File: config.mk
export PLATFORM = sky130hd
export DESIGN_NAME = mig_gate
export DESIGN_NICKNAME = d
export VERILOG_FILES = /design/src/design/mig_pkg.sv /design/src/design/mig_pick.sv /design/src/design/mig_gate.sv
export VERILOG_INCLUDE_DIRS = /design/src /design/src/design
export SDC_FILE = /design/constraint.sdc
export NUM_CORES = 1
export LEC_CHECK = 0
export BUFFER_PORTS_ARGS = -buffer_cell sky130_fd_sc_hd__buf_2
export CELL_PAD_IN_SITES_DETAIL_PLACEMENT = 1
export CELL_PAD_IN_SITES_GLOBAL_PLACEMENT = 1
export CORE_MARGIN = 1
export CORE_UTILIZATION = 16
export CTS_CLUSTER_DIAMETER = 100
export DETAILED_ROUTE_END_ITERATION = 12
export PLACE_DENSITY_LB_ADDON = 0.1
export SLEW_MARGIN = 20
export SYNTH_ARGS = -nofsm -noshare
export SYNTH_HDL_FRONTEND = slang
export SYNTH_SLANG_ARGS = --single-unit
File: constraint.sdc
create_clock -name clk -period 2.9 [get_ports clk]
set_input_delay 0.435 -clock clk [delete_from_list [all_inputs] [get_ports clk]]
set_output_delay 0.435 -clock clk [all_outputs]
set_load 0.01 [all_outputs]
File: src/design/mig_defs.svh
// Constants for the maskable interrupt gate: widths, status word layout,
// reset values and the source count.
// Assumes it is included by bare name from every design file that needs it.
`ifndef MIG_DEFS_SVH
`define MIG_DEFS_SVH

// Number of maskable request sources and the width of their index.
`define MIG_NUM_SRC      8
`define MIG_IDX_W        3

// Program status word layout, as seen by a system register load.
`define MIG_PSW_W        32
`define MIG_PSW_HOLD_BIT 5

// System register index that addresses the program status word.
`define MIG_SYSREG_W     5
`define MIG_SYSREG_PSW   5'h05

// Reset values.
`define MIG_HOLD_RST     1'b1
`define MIG_IDX_RST      3'h0

`endif

File: src/design/mig_pkg.sv
// Types shared by the maskable interrupt gate and its testbench.
// Assumes mig_defs.svh is on the include path.
`include "mig_defs.svh"

package mig_pkg;

	// Instruction classes that touch the mask hold flag.
	typedef enum logic [1:0] {
		MIG_OP_MASK_SET   = 2'h0,
		MIG_OP_MASK_CLEAR = 2'h1,
		MIG_OP_RETURN     = 2'h2,
		MIG_OP_SYSREG_LD  = 2'h3
	} mig_op_type;

	// One retiring instruction from the execution stage.
	typedef struct packed {
		logic                       valid;
		mig_op_type                 op;
		logic [`MIG_SYSREG_W-1:0]   sysreg;
		logic [`MIG_PSW_W-1:0]      data;
	} mig_instr_type;

endpackage : mig_pkg

File: src/design/mig_pick.sv
// Fixed priority selector over the maskable request pending flags.
// Assumes the flags are levels held by their sources until acknowledged.
`timescale 1ns/1ps
`default_nettype none
`include "mig_defs.svh"

module mig_pick (
	// Pending flags from the sources
	input  wire logic [`MIG_NUM_SRC-1:0] req,
	// Selection
	output logic                         any,
	output logic [`MIG_IDX_W-1:0]        idx,
	output logic [`MIG_NUM_SRC-1:0]      onehot
);

	// *****************************************************************
	// Selection
	// *****************************************************************

	// Lowest index wins; it is also the fairest cheap choice here.
	function automatic logic [`MIG_IDX_W-1:0] lowest_idx(
		input logic [`MIG_NUM_SRC-1:0] r
	);
		logic [`MIG_IDX_W-1:0] k;
		k = `MIG_IDX_RST;
		for (int i = `MIG_NUM_SRC - 1; i >= 0; i--) begin
			if (r[i]) begin
				k = i[`MIG_IDX_W-1:0];
			end
		end
		return k;
	endfunction : lowest_idx

	wire [`MIG_NUM_SRC-1:0] lowest_bit = req & (~req + `MIG_NUM_SRC'(1));

	assign any    = |req;
	assign idx    = lowest_idx(req);
	assign onehot = lowest_bit;

endmodule : mig_pick
`default_nettype wire

File: src/design/mig_gate.sv
// Maskable interrupt gate: holds the mask hold flag of the program status
// word and decides which request is acknowledged in each cycle.
// Assumes instructions arrive as one retiring instruction per cycle and
// request sources hold their pending flag until their clear pulse.
//
// Overview of operation
// RULE_01: Flag at 0 lets maskable requests through; at 1 holds them pending.
// RULE_02: The mask set instruction sets the flag; mask clear clears it.
// RULE_03: Handler return clears the flag; status word load writes it.
// RULE_04: Non-maskable requests and exceptions are acknowledged regardless.
// RULE_05: Acknowledging a maskable request sets the flag by hardware.
// RULE_06: A held request stays pending and is taken once the flag clears.
`timescale 1ns/1ps
`default_nettype none
`include "mig_defs.svh"

module mig_gate (
	// Clock, reset, enable
	input  wire logic                         clk,
	input  wire logic                         rst,
	input  wire logic                         ce,
	// Execution stage
	input  wire mig_pkg::mig_instr_type       instr,
	// Request sources
	input  wire logic [`MIG_NUM_SRC-1:0]      req_pending,
	input  wire logic                         nmi_req,
	input  wire logic                         exc_req,
	// Acknowledge handshakes
	output logic                              exc_ack,
	output logic                              nmi_ack,
	output logic                              mask_ack,
	output logic [`MIG_NUM_SRC-1:0]           pending_clr,
	// Registered state
	output logic [`MIG_IDX_W-1:0]             ack_source,
	output logic                              mask_hold_flag
);

	// *****************************************************************
	// Request selection
	// *****************************************************************

	logic                         pick_any;
	logic [`MIG_IDX_W-1:0]        pick_idx;
	logic [`MIG_NUM_SRC-1:0]      pick_onehot;

	mig_pick u_pick (
		.req    (req_pending),
		.any    (pick_any),
		.idx    (pick_idx),
		.onehot (pick_onehot)
	);

	// *****************************************************************
	// Acknowledge decision
	// *****************************************************************

	// Exceptions outrank non-maskable requests, which outrank maskable
	// ones. Only one acknowledge is given per cycle so that the handler
	// entry sequence upstream never sees two at once.
	// RULE_04 acknowledge not gated by the flag
	assign exc_ack = ce && exc_req;
	assign nmi_ack = ce && nmi_req && !exc_req;

	// A held request is simply not acknowledged; its source keeps its flag
	// set, so it is taken in the first enabled cycle the flag reads zero with no exception or non-maskable request.
	// RULE_01 flag gates acknowledge
	// RULE_06 pending request released
	assign mask_ack = ce && pick_any && !mask_hold_flag
		&& !exc_req && !nmi_req;

	assign pending_clr = mask_ack ? pick_onehot : '0;

	// *****************************************************************
	// Flag update
	// *****************************************************************

	wire is_set    = instr.valid && (instr.op == mig_pkg::MIG_OP_MASK_SET);
	wire is_clear  = instr.valid && (instr.op == mig_pkg::MIG_OP_MASK_CLEAR);
	wire is_return = instr.valid && (instr.op == mig_pkg::MIG_OP_RETURN);
	wire is_load   = instr.valid && (instr.op == mig_pkg::MIG_OP_SYSREG_LD)
		&& (instr.sysreg == `MIG_SYSREG_PSW);
	wire load_bit  = instr.data[`MIG_PSW_HOLD_BIT];

	logic next_mask_hold;

	always_comb begin
		next_mask_hold = mask_hold_flag;
		// RULE_02 set and clear instructions
		if (is_set) begin
			next_mask_hold = 1'b1;
		end else if (is_clear) begin
			next_mask_hold = 1'b0;
		// RULE_03 return and status load
		end else if (is_return) begin
			next_mask_hold = 1'b0;
		end else if (is_load) begin
			next_mask_hold = load_bit;
		end
		// The hardware set wins over any clear in the same cycle, so an
		// acknowledged request can never be entered with the gate open.
		// RULE_05 automatic set
		if (mask_ack) begin
			next_mask_hold = 1'b1;
		end
	end

	always_ff @(posedge clk or posedge rst) begin
		if (rst) begin
			mask_hold_flag <= `MIG_HOLD_RST;
		end else if (ce) begin
			mask_hold_flag <= next_mask_hold;
		end
	end

	always_ff @(posedge clk or posedge rst) begin
		if (rst) begin
			ack_source <= `MIG_IDX_RST;
		end else if (ce && mask_ack) begin
			ack_source <= pick_idx;
		end
	end

	wire quiet_high = !exc_req && !nmi_req;
endmodule : mig_gate
`default_nettype wire

# == Word level (Yosys, flattened, before mapping) ==
# Cells that the tools add are included.
# classes
n_addsub,1
n_mux,14
n_eq_ne,4
bitwise_logic,2
reduce_logical,20
# ops
op,count
$mux W3,8
$logic_and A1 B1 Y1,13
$add A8 B1 Y8 const B,1
$and A8 B8 Y8,1
$mux W8,1
$not A8 Y8,1
$reduce_or A8 Y1,1
$eq A5 B3 Y1 const B,1
$mux W1,5
$reduce_bool A5 Y1,1
$eq A2 B2 Y1 const B,2
$logic_not A1 Y1,3
$eq A2 B1 Y1 const B,1
$logic_not A2 Y1,1
$reduce_and A2 Y1,1
# totals
inputBits,53
output_inout_bits,15
wordCells,43
regBits,4

# == Depth between registers and ports, before layout ==
# Gate-level depths: netlist (run 1).
# logic_depth
depth_word,8
mapped_depth,4
mapped_depth_nobuf,4

# == Hierarchy ==
# A second synthesis (run 1) with hierarchy kept.
# unflattened
cells_unflattened,56
area_unflattened_um2,446.7
# modules_own_cells
module,seq_area_each_um2,instances,area_per_inst_um2,cells_each
mig_gate,101.3,1,307.8,33
mig_pick,0.0,1,138.9,23

# == Worst setup path before layout (run 1) ==
# OpenSTA, ideal clock, no wires.
# synth_timing
kind,input to output
from,in exc_req
to,out pending_clr[6]
stages,3
path_buffers,0
slack_ps,919
arrival_ps,1546
t_required_ps,2465
path_cell_list,nor4b_1 > nand4b_1 > nor4b_1
# synth_via
elab_chain_cells,4
# synth_lines
item,line,source
"start, declared",mig_gate.sv:27,"input wire logic exc_req,"
$logic_not A1 Y1,-,
$logic_and A1 B1 Y1 (2 in series),mig_gate.sv:69,&& !exc_req && !nmi_req;
$mux W8,mig_gate.sv:71,assign pending_clr = mask_ack ? pick_onehot : '0;
"end, declared",mig_gate.sv:32,"output logic [`MIG_NUM_SRC-1:0] pending_clr,"
# Every way passes these cells.

# == Worst setup path in the final report (run 1) ==
# layout_timing
from,reg mask_hold_flag
to,out pending_clr[6]
# layout_via
elab_chain_cells,5
# layout_lines
item,line,source
"start, declared",mig_gate.sv:35,output logic mask_hold_flag
"start signal, assigned",mig_gate.sv:109,mask_hold_flag <= `MIG_HOLD_RST;
"start signal, assigned",mig_gate.sv:111,mask_hold_flag <= next_mask_hold;
$logic_not A1 Y1,mig_gate.sv:68,assign mask_ack = ce && pick_any && !mask_hold_flag
$logic_and A1 B1 Y1,mig_gate.sv:68,
$logic_and A1 B1 Y1 (2 in series),mig_gate.sv:69,
$mux W8,mig_gate.sv:71,
# Every way passes these cells.

==> flow_summary.json, run 1 <==
{
  "cts.root.buffer_cell": "sky130_fd_sc_hd__clkbuf_4",
  "power.density_cell_area_nw_per_um2": 361,
  "io_pins": 68,
  "fp.dieArea_um2": 2670,
  "synth_cell_types": 26,
  "final.hold.worst_slack_ns": 0.0671,
  "start_util_pct": 17.4,
  "synth_area_leader_cell": "sky130_fd_sc_hd__dfrtp_1",
  "grt_pass1_wl_um": 1840,
  "status": "complete, no violations",
  "final_period_demand_of_the_worst_path_ns": 2.42,
  "synth_nets": 98,
  "drt-initial-drc-count": 4,
  "timing.critical_path.fanout_max": 5,
  "f_max_ghz": 0.414,
  "postSynthAreaPerCell_um2": 8.79,
  "drcViolationCount": 0,
  "cts_tree": "built",
  "min-delay-path-class": "input port to async pin",
  "setup.worst_path.class": "flip-flop to output port",
  "route.detailed.vias_per_inst": 4.46,
  "layout_worst_path_cycle_share_pct": 83.3,
  "grt_start_max_net_pins": 7,
  "via_count_of_the_first_global_routing_pass": 440,
  "insertion_delay_ns": 0.24,
  "synth_edf_count": 0,
  "buffer_ports.inserted": 36,
  "synth.area.top_cells": "sky130_fd_sc_hd__dfrtp_1, sky130_fd_sc_hd__a2111oi_4, sky130_fd_sc_hd__dfstp_2, sky130_fd_sc_hd__and4b_1, sky130_fd_sc_hd__nand2_1",
  "cts_repair_resize_count": 0,
  "post_cts_hold_buffer_count": 0,
  "data_required_time_at_the_worst_endpoint_ns": 2.47,
  "tightest_slew_ns": 0.635,
  "die_h_um": 51.7,
  "cts_buffers": 3,
  "finClkSkew_ns": 0.00777,
  "endpoint_kind": "output port",
  "wirelength_routed_um": 1230,
  "gpl.final_weighted_congestion": 0.694,
  "cts.sinks": 4,
  "post_synthesis_sequential_area_ratio_pct": 25.6,
  "drv_cap": 0,
  "grt_setup_unrepaired": "false",
  "diode_insertion_count_for_antenna_repair": 0,
  "cts.repair_timing.setup_buffer_count": 0,
  "crit_path_cell_trace": "nor4b_1, nand4b_1, nor4b_1, buf_2",
  "netlist.area_leader.share_pct": 19.0,
  "synthesis.instances": 45,
  "post_route_cells_drive_above_1_share_pct": 52.9,
  "critical_path_arrival_ns": 1.98,
  "cts_buffer_depth": 2,
  "start_kind": "flip-flop",
  "routedWlPerCell_um": 10.8,
  "finalMaxSlewViolations": 0,
  "grt_antenna_before_repair": 0,
  "grt_util_all_layers_pct": 9.24,
  "ctsHtreeMaxLevel": 1,
  "vias": 504,
  "final-hold-violation-count": 0,
  "layout.nets": 139,
  "synth_most_common_cell": "sky130_fd_sc_hd__nand2_1",
  "cts.clk_slew.worst_paths_ns": 0.04,
  "slew-limit-headroom_pct": 57.1,
  "detail-route-antenna-nets": 0,
  "fin_total_pwr_mw": 0.230,
  "dp_hpwl_um": 1050,
  "drt-pass1-iter-count": 3,
  "synthesis.area_um2": 395,
  "critical_path.slowest_cell": "sky130_fd_sc_hd__nor4b_1",
  "setup_viol_count_final": 0,
  "ys.warnings.count": 0,
  "die_w_um": 51.7,
  "synth.ff_latch_count": 4,
  "core.rowCount": 17,
  "static-leakage-power_nw": 0.354,
  "top_cells_by_instance_count_after_synthesis": "sky130_fd_sc_hd__nand2_1, sky130_fd_sc_hd__inv_1, sky130_fd_sc_hd__nor2_1",
  "peak_per_stage_delay_on_the_critical_path_ns": 0.59,
  "vdd.ir_drop.worst_mv": 0.179,
  "fillerInstances": 302,
  "finalSetupTns_ns": 0,
  "layout-area-overhead-vs-synth_pct": 61.1,
  "synthFlopType": "sky130_fd_sc_hd__dfrtp_1",
  "global_route.overflow_total": 0,
  "placeableCoreArea_um2": 2280,
  "critical_path.most_common_cell": "sky130_fd_sc_hd__nor4b_1",
  "postSynth.asyncResetShare_pct": 100
}
==> critical path: cells and delay by family (launching register included) <==
kind                   cells  cell delay, ns
DFF                        1            0.37
and+or+nand+nor            3            1.19
buffers and inverters      1            0.17
==> state kept, by name, summed over array words and instances, names as in the netlist <==
name,cells
ack_source,3
mask_hold_flag,1
==> per-stage QoR <==
stage          utilization [%]  std cells  setup WS (ns)  cell area, um^2
6_report                  28.0        113          0.485              637
5_1_grt                   28.0        113          0.361              637
4_1_cts                   28.0        113          0.520              637
3_5_place_dp              26.8        109          0.611              611
3_3_place_gp              26.8        109          0.557              611
2_1_floorplan                -         45          0.919              395
==> cell type report <==
cell class                      instances  area, um^2  area share, %
Tap cell                               28        35.0           5.50
Timing Repair Buffer                   36         180           28.3
Inverter                                4        15.0           2.36
Clock buffer                            4        26.3           4.13
Multi-Input combinational cell         37         279           43.8
Sequential cell                         4         101           15.9
==> report_power, final <==
part,switching (mW),internal (mW),total [mW]
clock,0.0255,0.0518,0.0773
sequential,0.00685,0.0698,0.0766
combinational,0.0388,0.0370,0.0758
total,0.0712,0.159,0.230
==> cells in the final DEF (no fill, tap or decap), drive strengths merged, types with 2 or more instances in the layout <==
cell / instances
nor3: 2
nor3b: 2
nor4b: 2
a21oi: 2
nand2: 5
clkbuf: 4
nor4: 2
and2: 2
buf: 36
and4b: 2
inv: 4
dfrtp: 3
nor2: 4
==> worst paths after layout <==
path	start	end	slack, ns	cells after the start
max in group asynchronous	rst	mask_hold_flag$_DFFE_PP1P_	2.60	2
worst max register to register	mask_hold_flag$_DFFE_PP1P_	ack_source[1]$_DFFE_PP0P_	1.23	4
worst min-delay path	rst	ack_source[2]$_DFFE_PP0P_	0.07	2
worst max-delay path	mask_hold_flag$_DFFE_PP1P_	pending_clr[6]	0.48	4
min in group clk	ack_source[1]$_DFFE_PP0P_	ack_source[1]$_DFFE_PP0P_	0.47	1
worst min register to register	ack_source[1]$_DFFE_PP0P_	ack_source[1]$_DFFE_PP0P_	0.47	1
==> per-layer routing <==
| metal | global-route usage, % | wire length, um | up-vias |
|---|---|---|---|
| li1 | - | - | 253 |
| met1 | 12.2 | 576 | 237 |
| met2 | 13.6 | 580 | 14 |
| met3 | 2.92 | 69 | 0 |
| met4 | 4.05 | 0 | 0 |
| met5 | 0 | 0 | - |
==> kinds of logic (layout without fill, tap and decap cells) <==
logic type	after synthesis	after routing	synth area share, %
and+or+nand+nor	27	27	43.4
AOI/OAI and AO/OA	10	10	27.2
DFF	4	4	25.6
buffers and inverters	4	44	3.80
Note: power is estimated with default switching activity, not from simulation.
==> run 2, diff against run 1 <==
--- a/config.mk
+++ b/config.mk
@@ -6,11 +6,12 @@
 export SDC_FILE = /design/constraint.sdc
 export NUM_CORES = 1
 export LEC_CHECK = 0
+export ABC_AREA = 1
 export BUFFER_PORTS_ARGS = -buffer_cell sky130_fd_sc_hd__buf_2
 export CELL_PAD_IN_SITES_DETAIL_PLACEMENT = 1
 export CELL_PAD_IN_SITES_GLOBAL_PLACEMENT = 1
 export CORE_MARGIN = 1
-export CORE_UTILIZATION = 16
+export CORE_UTILIZATION = 13
 export CTS_CLUSTER_DIAMETER = 100
 export DETAILED_ROUTE_END_ITERATION = 12
 export PLACE_DENSITY_LB_ADDON = 0.1
==> constraint.sdc (replaced) <==
create_clock -name clk -period 2.2 [get_ports clk]
set_input_delay 0.33 -clock clk [delete_from_list [all_inputs] [get_ports clk]]
set_output_delay 0.33 -clock clk [all_outputs]
set_load 0.01 [all_outputs]
==> run 2 against run 1 <==
  * Die area is 30% higher
  * Global-route usage is 0.33 points lower
  * Total power rose by 33%
  * Area after synthesis grew 7.0%
  * Critical path type unchanged
  * First-iteration DRC count is 50% higher
  * Wire length is 11% higher
  * Final area is 9.0% higher
  * Sequential cell count is the same
==> flow_summary.json, run 2 <==
{
  "synth-compound-area-share_pct": 5.92,
  "data_required_time_at_the_worst_endpoint_ns": 1.87,
  "synthesis.area_um2": 423,
  "synth_xor_area_share_pct": 0,
  "cts_tree": "built",
  "synth.area.top_cells": "sky130_fd_sc_hd__nand2_1, sky130_fd_sc_hd__dfrtp_1, sky130_fd_sc_hd__inv_1, sky130_fd_sc_hd__nor2_1, sky130_fd_sc_hd__nand3_1",
  "start_kind": "flip-flop",
  "synth-simple-area-share_pct": 55.3,
  "post_synth_fa_ha_maj_area_fraction_pct": 0,
  "crit_path_cell_trace": "nor2_1, nand3_2, nor2_4, inv_4, nor3_1, buf_2",
  "drcViolationCount": 0,
  "top_cells_by_instance_count_after_synthesis": "sky130_fd_sc_hd__nand2_1, sky130_fd_sc_hd__inv_1, sky130_fd_sc_hd__nor2_1",
  "finClkSkew_ns": 0.00751,
  "final.hold.worst_slack_ns": 0.391,
  "cts_buffers": 3,
  "start_util_pct": 13.7,
  "static-leakage-power_nw": 0.425,
  "grt_util_all_layers_pct": 8.91,
  "diode_insertion_count_for_antenna_repair": 0,
  "final-hold-violation-count": 0,
  "drt-pass1-iter-count": 2,
  "postSynth.asyncResetShare_pct": 100,
  "endpoint_kind": "output port",
  "grt_pass1_wl_um": 2290,
  "largest_family_of_logic_cells_by_synthesized_area": "simple AND/OR/NAND/NOR gates",
  "min-delay-path-class": "input port to flip-flop",
  "final_period_demand_of_the_worst_path_ns": 1.73,
  "die_h_um": 59.0,
  "synth_edf_count": 0,
  "grt_start_max_net_pins": 8,
  "status": "complete, no violations",
  "setup.worst_path.class": "flip-flop to output port",
  "reg.largest.list": "ack_source x3, mask_hold_flag x1",
  "synthFlopType": "sky130_fd_sc_hd__dfrtp_1",
  "die_w_um": 59.0,
  "layout.core_utilization_pct": 22.6,
  "cts.sinks": 4,
  "ys.warnings.count": 0,
  "design_area_um2": 694,
  "drt-initial-drc-count": 6,
  "power.density_cell_area_nw_per_um2": 439,
  "placeableCoreArea_um2": 3080,
  "buffer_ports.inserted": 36,
  "fp.dieArea_um2": 3490,
  "netlist.area_leader.share_pct": 20.4,
  "peak_per_stage_delay_on_the_critical_path_ns": 0.36,
  "postSynthAreaPerCell_um2": 5.56,
  "cp_num_buf_inv": 2,
  "insertion_delay_ns": 0.24,
  "ctsHtreeMaxLevel": 1,
  "layout.nets": 171,
  "cts.clk_slew.worst_paths_ns": 0.03,
  "synth_nets": 129,
  "cts.root.buffer_cell": "sky130_fd_sc_hd__clkbuf_4",
  "global_route.overflow_total": 0,
  "place_area_um2": 658,
  "layout-area-overhead-vs-synth_pct": 64.2,
  "grt_setup_unrepaired": "false",
  "worst_path_dominant_cell_family": "simple AND/OR/NAND/NOR gates",
  "critical_path.slowest_cell": "sky130_fd_sc_hd__dfstp_2",
  "drv_cap": 0,
  "worst_slack_ns": 0.465,
  "f_max_ghz": 0.576,
  "vias": 591,
  "slew-limit-headroom_pct": 83.5,
  "cts_buffer_depth": 2,
  "largest_reg_flops": 3,
  "detail-route-antenna-nets": 0,
  "synthesis.instances": 76,
  "via_count_of_the_first_global_routing_pass": 594,
  "grt_antenna_before_repair": 0,
  "setup_viol_count_final": 0,
  "post_synthesis_sequential_area_ratio_pct": 24.0,
  "timing.critical_path.fanout_max": 7,
  "dp_hpwl_um": 1220,
  "mostFrequentLayoutCell": "sky130_fd_sc_hd__buf_2",
  "synth_area_leader_cell": "sky130_fd_sc_hd__nand2_1",
  "critical_path_arrival_ns": 1.40,
  "io_pins": 68,
  "synth.ff_latch_count": 4,
  "tightest_slew_ns": 0.245,
  "post_route_cells_drive_above_1_share_pct": 39.3,
  "routedWlPerCell_um": 8.48,
  "layout.cells.most_common_list": "sky130_fd_sc_hd__buf_2, sky130_fd_sc_hd__nand2_1, sky130_fd_sc_hd__inv_1, sky130_fd_sc_hd__nor2_1, sky130_fd_sc_hd__nand3_1",
  "finalMaxSlewViolations": 0,
  "post_place_worst_slack_ns": 0.618,
  "wirelength_routed_um": 1370,
  "core.rowCount": 20,
  "finalSetupTns_ns": 0,
  "route.detailed.vias_per_inst": 3.67,
  "synth_cell_types": 15,
  "layout_worst_path_cycle_share_pct": 78.9,
  "gpl.final_weighted_congestion": 0.668,
  "cts_repair_resize_count": 0,
  "vdd.ir_drop.worst_mv": 0.167,
  "synth_most_common_cell": "sky130_fd_sc_hd__nand2_1",
  "muxShareOfSynthArea_pct": 0,
  "largest-register": "ack_source"
}
-- run 2: layer usage --
metal / wire (um) / up-vias / GRT usage (%) / part of all wire (%)
met4: 0 / 0 / 3.06 / 0
met3: 101 / 0 / 3.49 / 7.4
met1: 609 / 256 / 9.91 / 45
met2: 654 / 22 / 15.4 / 48
li1: - / 313 / - / -
met5: 0 / - / 0 / 0
-- run 2: cell families after synthesis --
logic type,after synthesis
and+or+nand+nor,51
buffers and inverters,16
AOI/OAI and AO/OA,5
DFF,4
-- run 2: worst paths after layout --
| kind | startpoint | endpoint | slack, ns | depth (start not counted) |
|---|---|---|---|---|
| max reg2reg | mask_hold_flag$_DFFE_PP1P_ | ack_source[2]$_DFFE_PP0P_ | 1.08 | 6 |
| min in group asynchronous | rst | ack_source[1]$_DFFE_PP0P_ | 0.52 | 3 |
| min reg2reg | ack_source[1]$_DFFE_PP0P_ | ack_source[1]$_DFFE_PP0P_ | 0.47 | 2 |
| min | ce | mask_hold_flag$_DFFE_PP1P_ | 0.39 | 3 |
| max | mask_hold_flag$_DFFE_PP1P_ | pending_clr[1] | 0.47 | 6 |
| max in group asynchronous | rst | mask_hold_flag$_DFFE_PP1P_ | 1.44 | 3 |
-- run 2: final cells by class --
cell class                 instances  area [um^2]
clock buffer                       4         26.3
fill                             402         2380
inverter                          16         62.6
multi-input combinational         56          259
sequential                         4          101
tap                               44         55.1
timing repair buffer              37          190
-- run 2: through the flow --
stage	power, mW	instances
6_report	0.305	161
5_1_grt	0.337	161
3_3_place_gp	0.206	156
4_1_cts	0.312	161
2_1_floorplan	0.153	76
3_5_place_dp	0.207	156
-- run 2: worst min-delay path: stages --
cell and delay [ns]:
sky130_fd_sc_hd__buf_2 0.13, sky130_fd_sc_hd__nand3_1 0.08, sky130_fd_sc_hd__nand3_1 0.07
-- run 2: where the power goes --
group	internal, mW	switching [mW]	leakage [nW]
sequential	0.0919	0.00782	0.0503
combinational	0.0451	0.0602	0.360
clock	0.0681	0.0314	0.0150
-- run 2: timing repair --
item / 4_1_cts / 5_1_grt
hold endpoints to repair: 3 / 0
setup buffers: 0 / 0
hold buffers: 1 / 0
==> run 3, diff against run 2 <==
--- a/config.mk
+++ b/config.mk
@@ -6,12 +6,12 @@
 export SDC_FILE = /design/constraint.sdc
 export NUM_CORES = 1
 export LEC_CHECK = 0
-export ABC_AREA = 1
+export ABC_AREA = 0
 export BUFFER_PORTS_ARGS = -buffer_cell sky130_fd_sc_hd__buf_2
 export CELL_PAD_IN_SITES_DETAIL_PLACEMENT = 1
 export CELL_PAD_IN_SITES_GLOBAL_PLACEMENT = 1
 export CORE_MARGIN = 1
-export CORE_UTILIZATION = 13
+export CORE_UTILIZATION = 15
 export CTS_CLUSTER_DIAMETER = 100
 export DETAILED_ROUTE_END_ITERATION = 12
 export PLACE_DENSITY_LB_ADDON = 0.1
==> constraint.sdc (replaced) <==
create_clock -name clk -period 1.75 [get_ports clk]
set_input_delay 0.2625 -clock clk [delete_from_list [all_inputs] [get_ports clk]]
set_output_delay 0.2625 -clock clk [all_outputs]
set_load 0.01 [all_outputs]
==> run 3 against run 2 <==
  * The run now ends with negative setup slack left
  * Utilization up 8.7 points
  * Sequential share of layout area down 1.5 points
  * Cell count down 20%
  * First-iteration DRC count down 67%
  * Die area down 18%
  * Clock power up 30%
  * Clock skew up 0.0056 ns
  * Worst hold slack worse by 0.069 ns
  * Clock-buffer cell count unchanged
  * Sequential power up 27%
  * Largest power group unchanged
  * Total power up 36%
  * Global-route usage up 2.1 points
==> flow_summary.json, run 3 (synthesis results as in run 1) <==
{
  "die_h_um": 53.3,
  "drcViolationCount": 0,
  "cts.clk_slew.worst_paths_ns": 0.05,
  "status": "finished, violations left",
  "diode_insertion_count_for_antenna_repair": 0,
  "placeableCoreArea_um2": 2480,
  "detail-route-antenna-nets": 0,
  "finalMaxSlewViolations": 0,
  "grt_util_all_layers_pct": 11.0,
  "routedWlPerCell_um": 11.3,
  "global_route.overflow_total": 0,
  "die_w_um": 53.3,
  "drt-pass1-iter-count": 3,
  "grt_pass1_wl_um": 2270,
  "setup_viol_count_final": 4,
  "io_pins": 68,
  "critical_path.slowest_cell": "sky130_fd_sc_hd__dfstp_2",
  "crit_path_cell_trace": "nor4b_2, buf_4, nand4b_1, nor4b_2, buf_2",
  "tightest_slew_ns": 0.392,
  "worst_path_dominant_cell_family": "simple AND/OR/NAND/NOR gates",
  "layout.nets": 152,
  "start_kind": "flip-flop",
  "f_max_ghz": 0.553,
  "finClkSkew_ns": 0.0131,
  "largest-register": "ack_source",
  "layout_worst_path_cycle_share_pct": 103,
  "endpoint_kind": "output port",
  "core.rowCount": 18,
  "insertion_delay_ns": 0.24,
  "ctsHtreeMaxLevel": 1,
  "post_route_cells_drive_above_1_share_pct": 64.3,
  "grt_antenna_before_repair": 0,
  "vdd.ir_drop.worst_mv": 0.402,
  "setup.worst_path.start": "mask_hold_flag$_DFFE_PP1P_",
  "cts.root.buffer_cell": "sky130_fd_sc_hd__clkbuf_4",
  "cp_num_buf_inv": 2,
  "final.hold.worst_slack_ns": 0.321,
  "reg.largest.list": "ack_source x3, mask_hold_flag x1",
  "critical_path.most_common_cell": "sky130_fd_sc_hd__nor4b_2",
  "cts_buffers": 3,
  "route.detailed.vias_per_inst": 4.34,
  "cts_tree": "built",
  "fp.dieArea_um2": 2850,
  "gpl.final_weighted_congestion": 0.641,
  "power.density_cell_area_nw_per_um2": 535,
  "dp_hpwl_um": 1120,
  "layout-area-overhead-vs-synth_pct": 95.6,
  "failing_checks": "negative setup slack",
  "wirelength_routed_um": 1450,
  "layout.cells.most_common_list": "sky130_fd_sc_hd__buf_2, sky130_fd_sc_hd__buf_4, sky130_fd_sc_hd__nand2_1",
  "via_count_of_the_first_global_routing_pass": 545,
  "drt-initial-drc-count": 2,
  "cts_buffer_depth": 2,
  "final-hold-violation-count": 0,
  "drv_cap": 0,
  "grt_start_max_net_pins": 7,
  "slew-limit-headroom_pct": 73.6,
  "critical_path_arrival_ns": 1.55,
  "layout.core_utilization_pct": 31.2,
  "data_required_time_at_the_worst_endpoint_ns": 1.49,
  "worst_slack_ns": -0.0587,
  "static-leakage-power_nw": 0.421,
  "min-delay-path-class": "input port to flip-flop",
  "mostFrequentLayoutCell": "sky130_fd_sc_hd__buf_2",
  "vias": 556,
  "hold_start": "req_pending[0]",
  "start_util_pct": 16.0,
  "peak_per_stage_delay_on_the_critical_path_ns": 0.37,
  "final_period_demand_of_the_worst_path_ns": 1.81,
  "setup.worst_path.class": "flip-flop to output port",
  "regToRegStartpoint": "mask_hold_flag$_DFFE_PP1P_",
  "buffer_ports.inserted": 36,
  "largest_reg_flops": 3,
  "cts.sinks": 4,
  "grt_setup_unrepaired": "true",
  "post_place_worst_slack_ns": -0.0272,
  "timing.critical_path.fanout_max": 4
}
[run 3: area by class of cell]
class	instances	area, um^2
Clock buffer	4	26.3
Multi-Input combinational cell	37	307
Inverter	4	15.0
Sequential cell	4	101
Fill cell	318	1700
Tap cell	30	37.5
Timing Repair Buffer	49	287
[run 3: final timing paths]
kind                                              endpoint  slack, ns  depth (start not counted)
worst max-delay path                        pending_clr[6]      -0.06                          5
worst min-delay path             ack_source[0]$_DFFE_PP0P_       0.32                          2
worst max register to register   ack_source[1]$_DFFE_PP0P_       0.10                          5
worst min register to register   ack_source[2]$_DFFE_PP0P_       0.47                          2
max in group asynchronous       mask_hold_flag$_DFFE_PP1P_       1.06                          3
min in group asynchronous        ack_source[0]$_DFFE_PP0P_       0.45                          3
[run 3: per-stage QoR]
step                area, um^2  instances  setup TNS (ns)  power [mW]
detailed placement         672        118         -0.0272       0.272
floorplan                  402         45               0       0.188
global route               773        128          -0.717       0.451
global placement           672        118         -0.0345       0.272
CTS                        766        127          -0.341       0.424
finish                     773        128          -0.151       0.414
[run 3: what timing repair did]
action                                  in CTS  in global routing
hold buffers                                 1                  0
buffers inserted                             4                  1
pin swaps                                    3                  2
gates resized for setup                      6                  0
endpoints found under the setup margin       6                  8
hold endpoints to repair                     3                  0
[run 3: power by group]
part | leakage [nW] | internal [mW] | switching, mW
sequential | 0.0505 | 0.116 | 0.0111
clock | 0.0150 | 0.0859 | 0.0434
combinational | 0.355 | 0.0839 | 0.0742
[run 3: per-layer routing]
metal	part of all wire, %	track usage (%)
met3	7.4	3.45
met4	0	1.32
met5	0	0
met2	48	18.1
met1	45	14.1
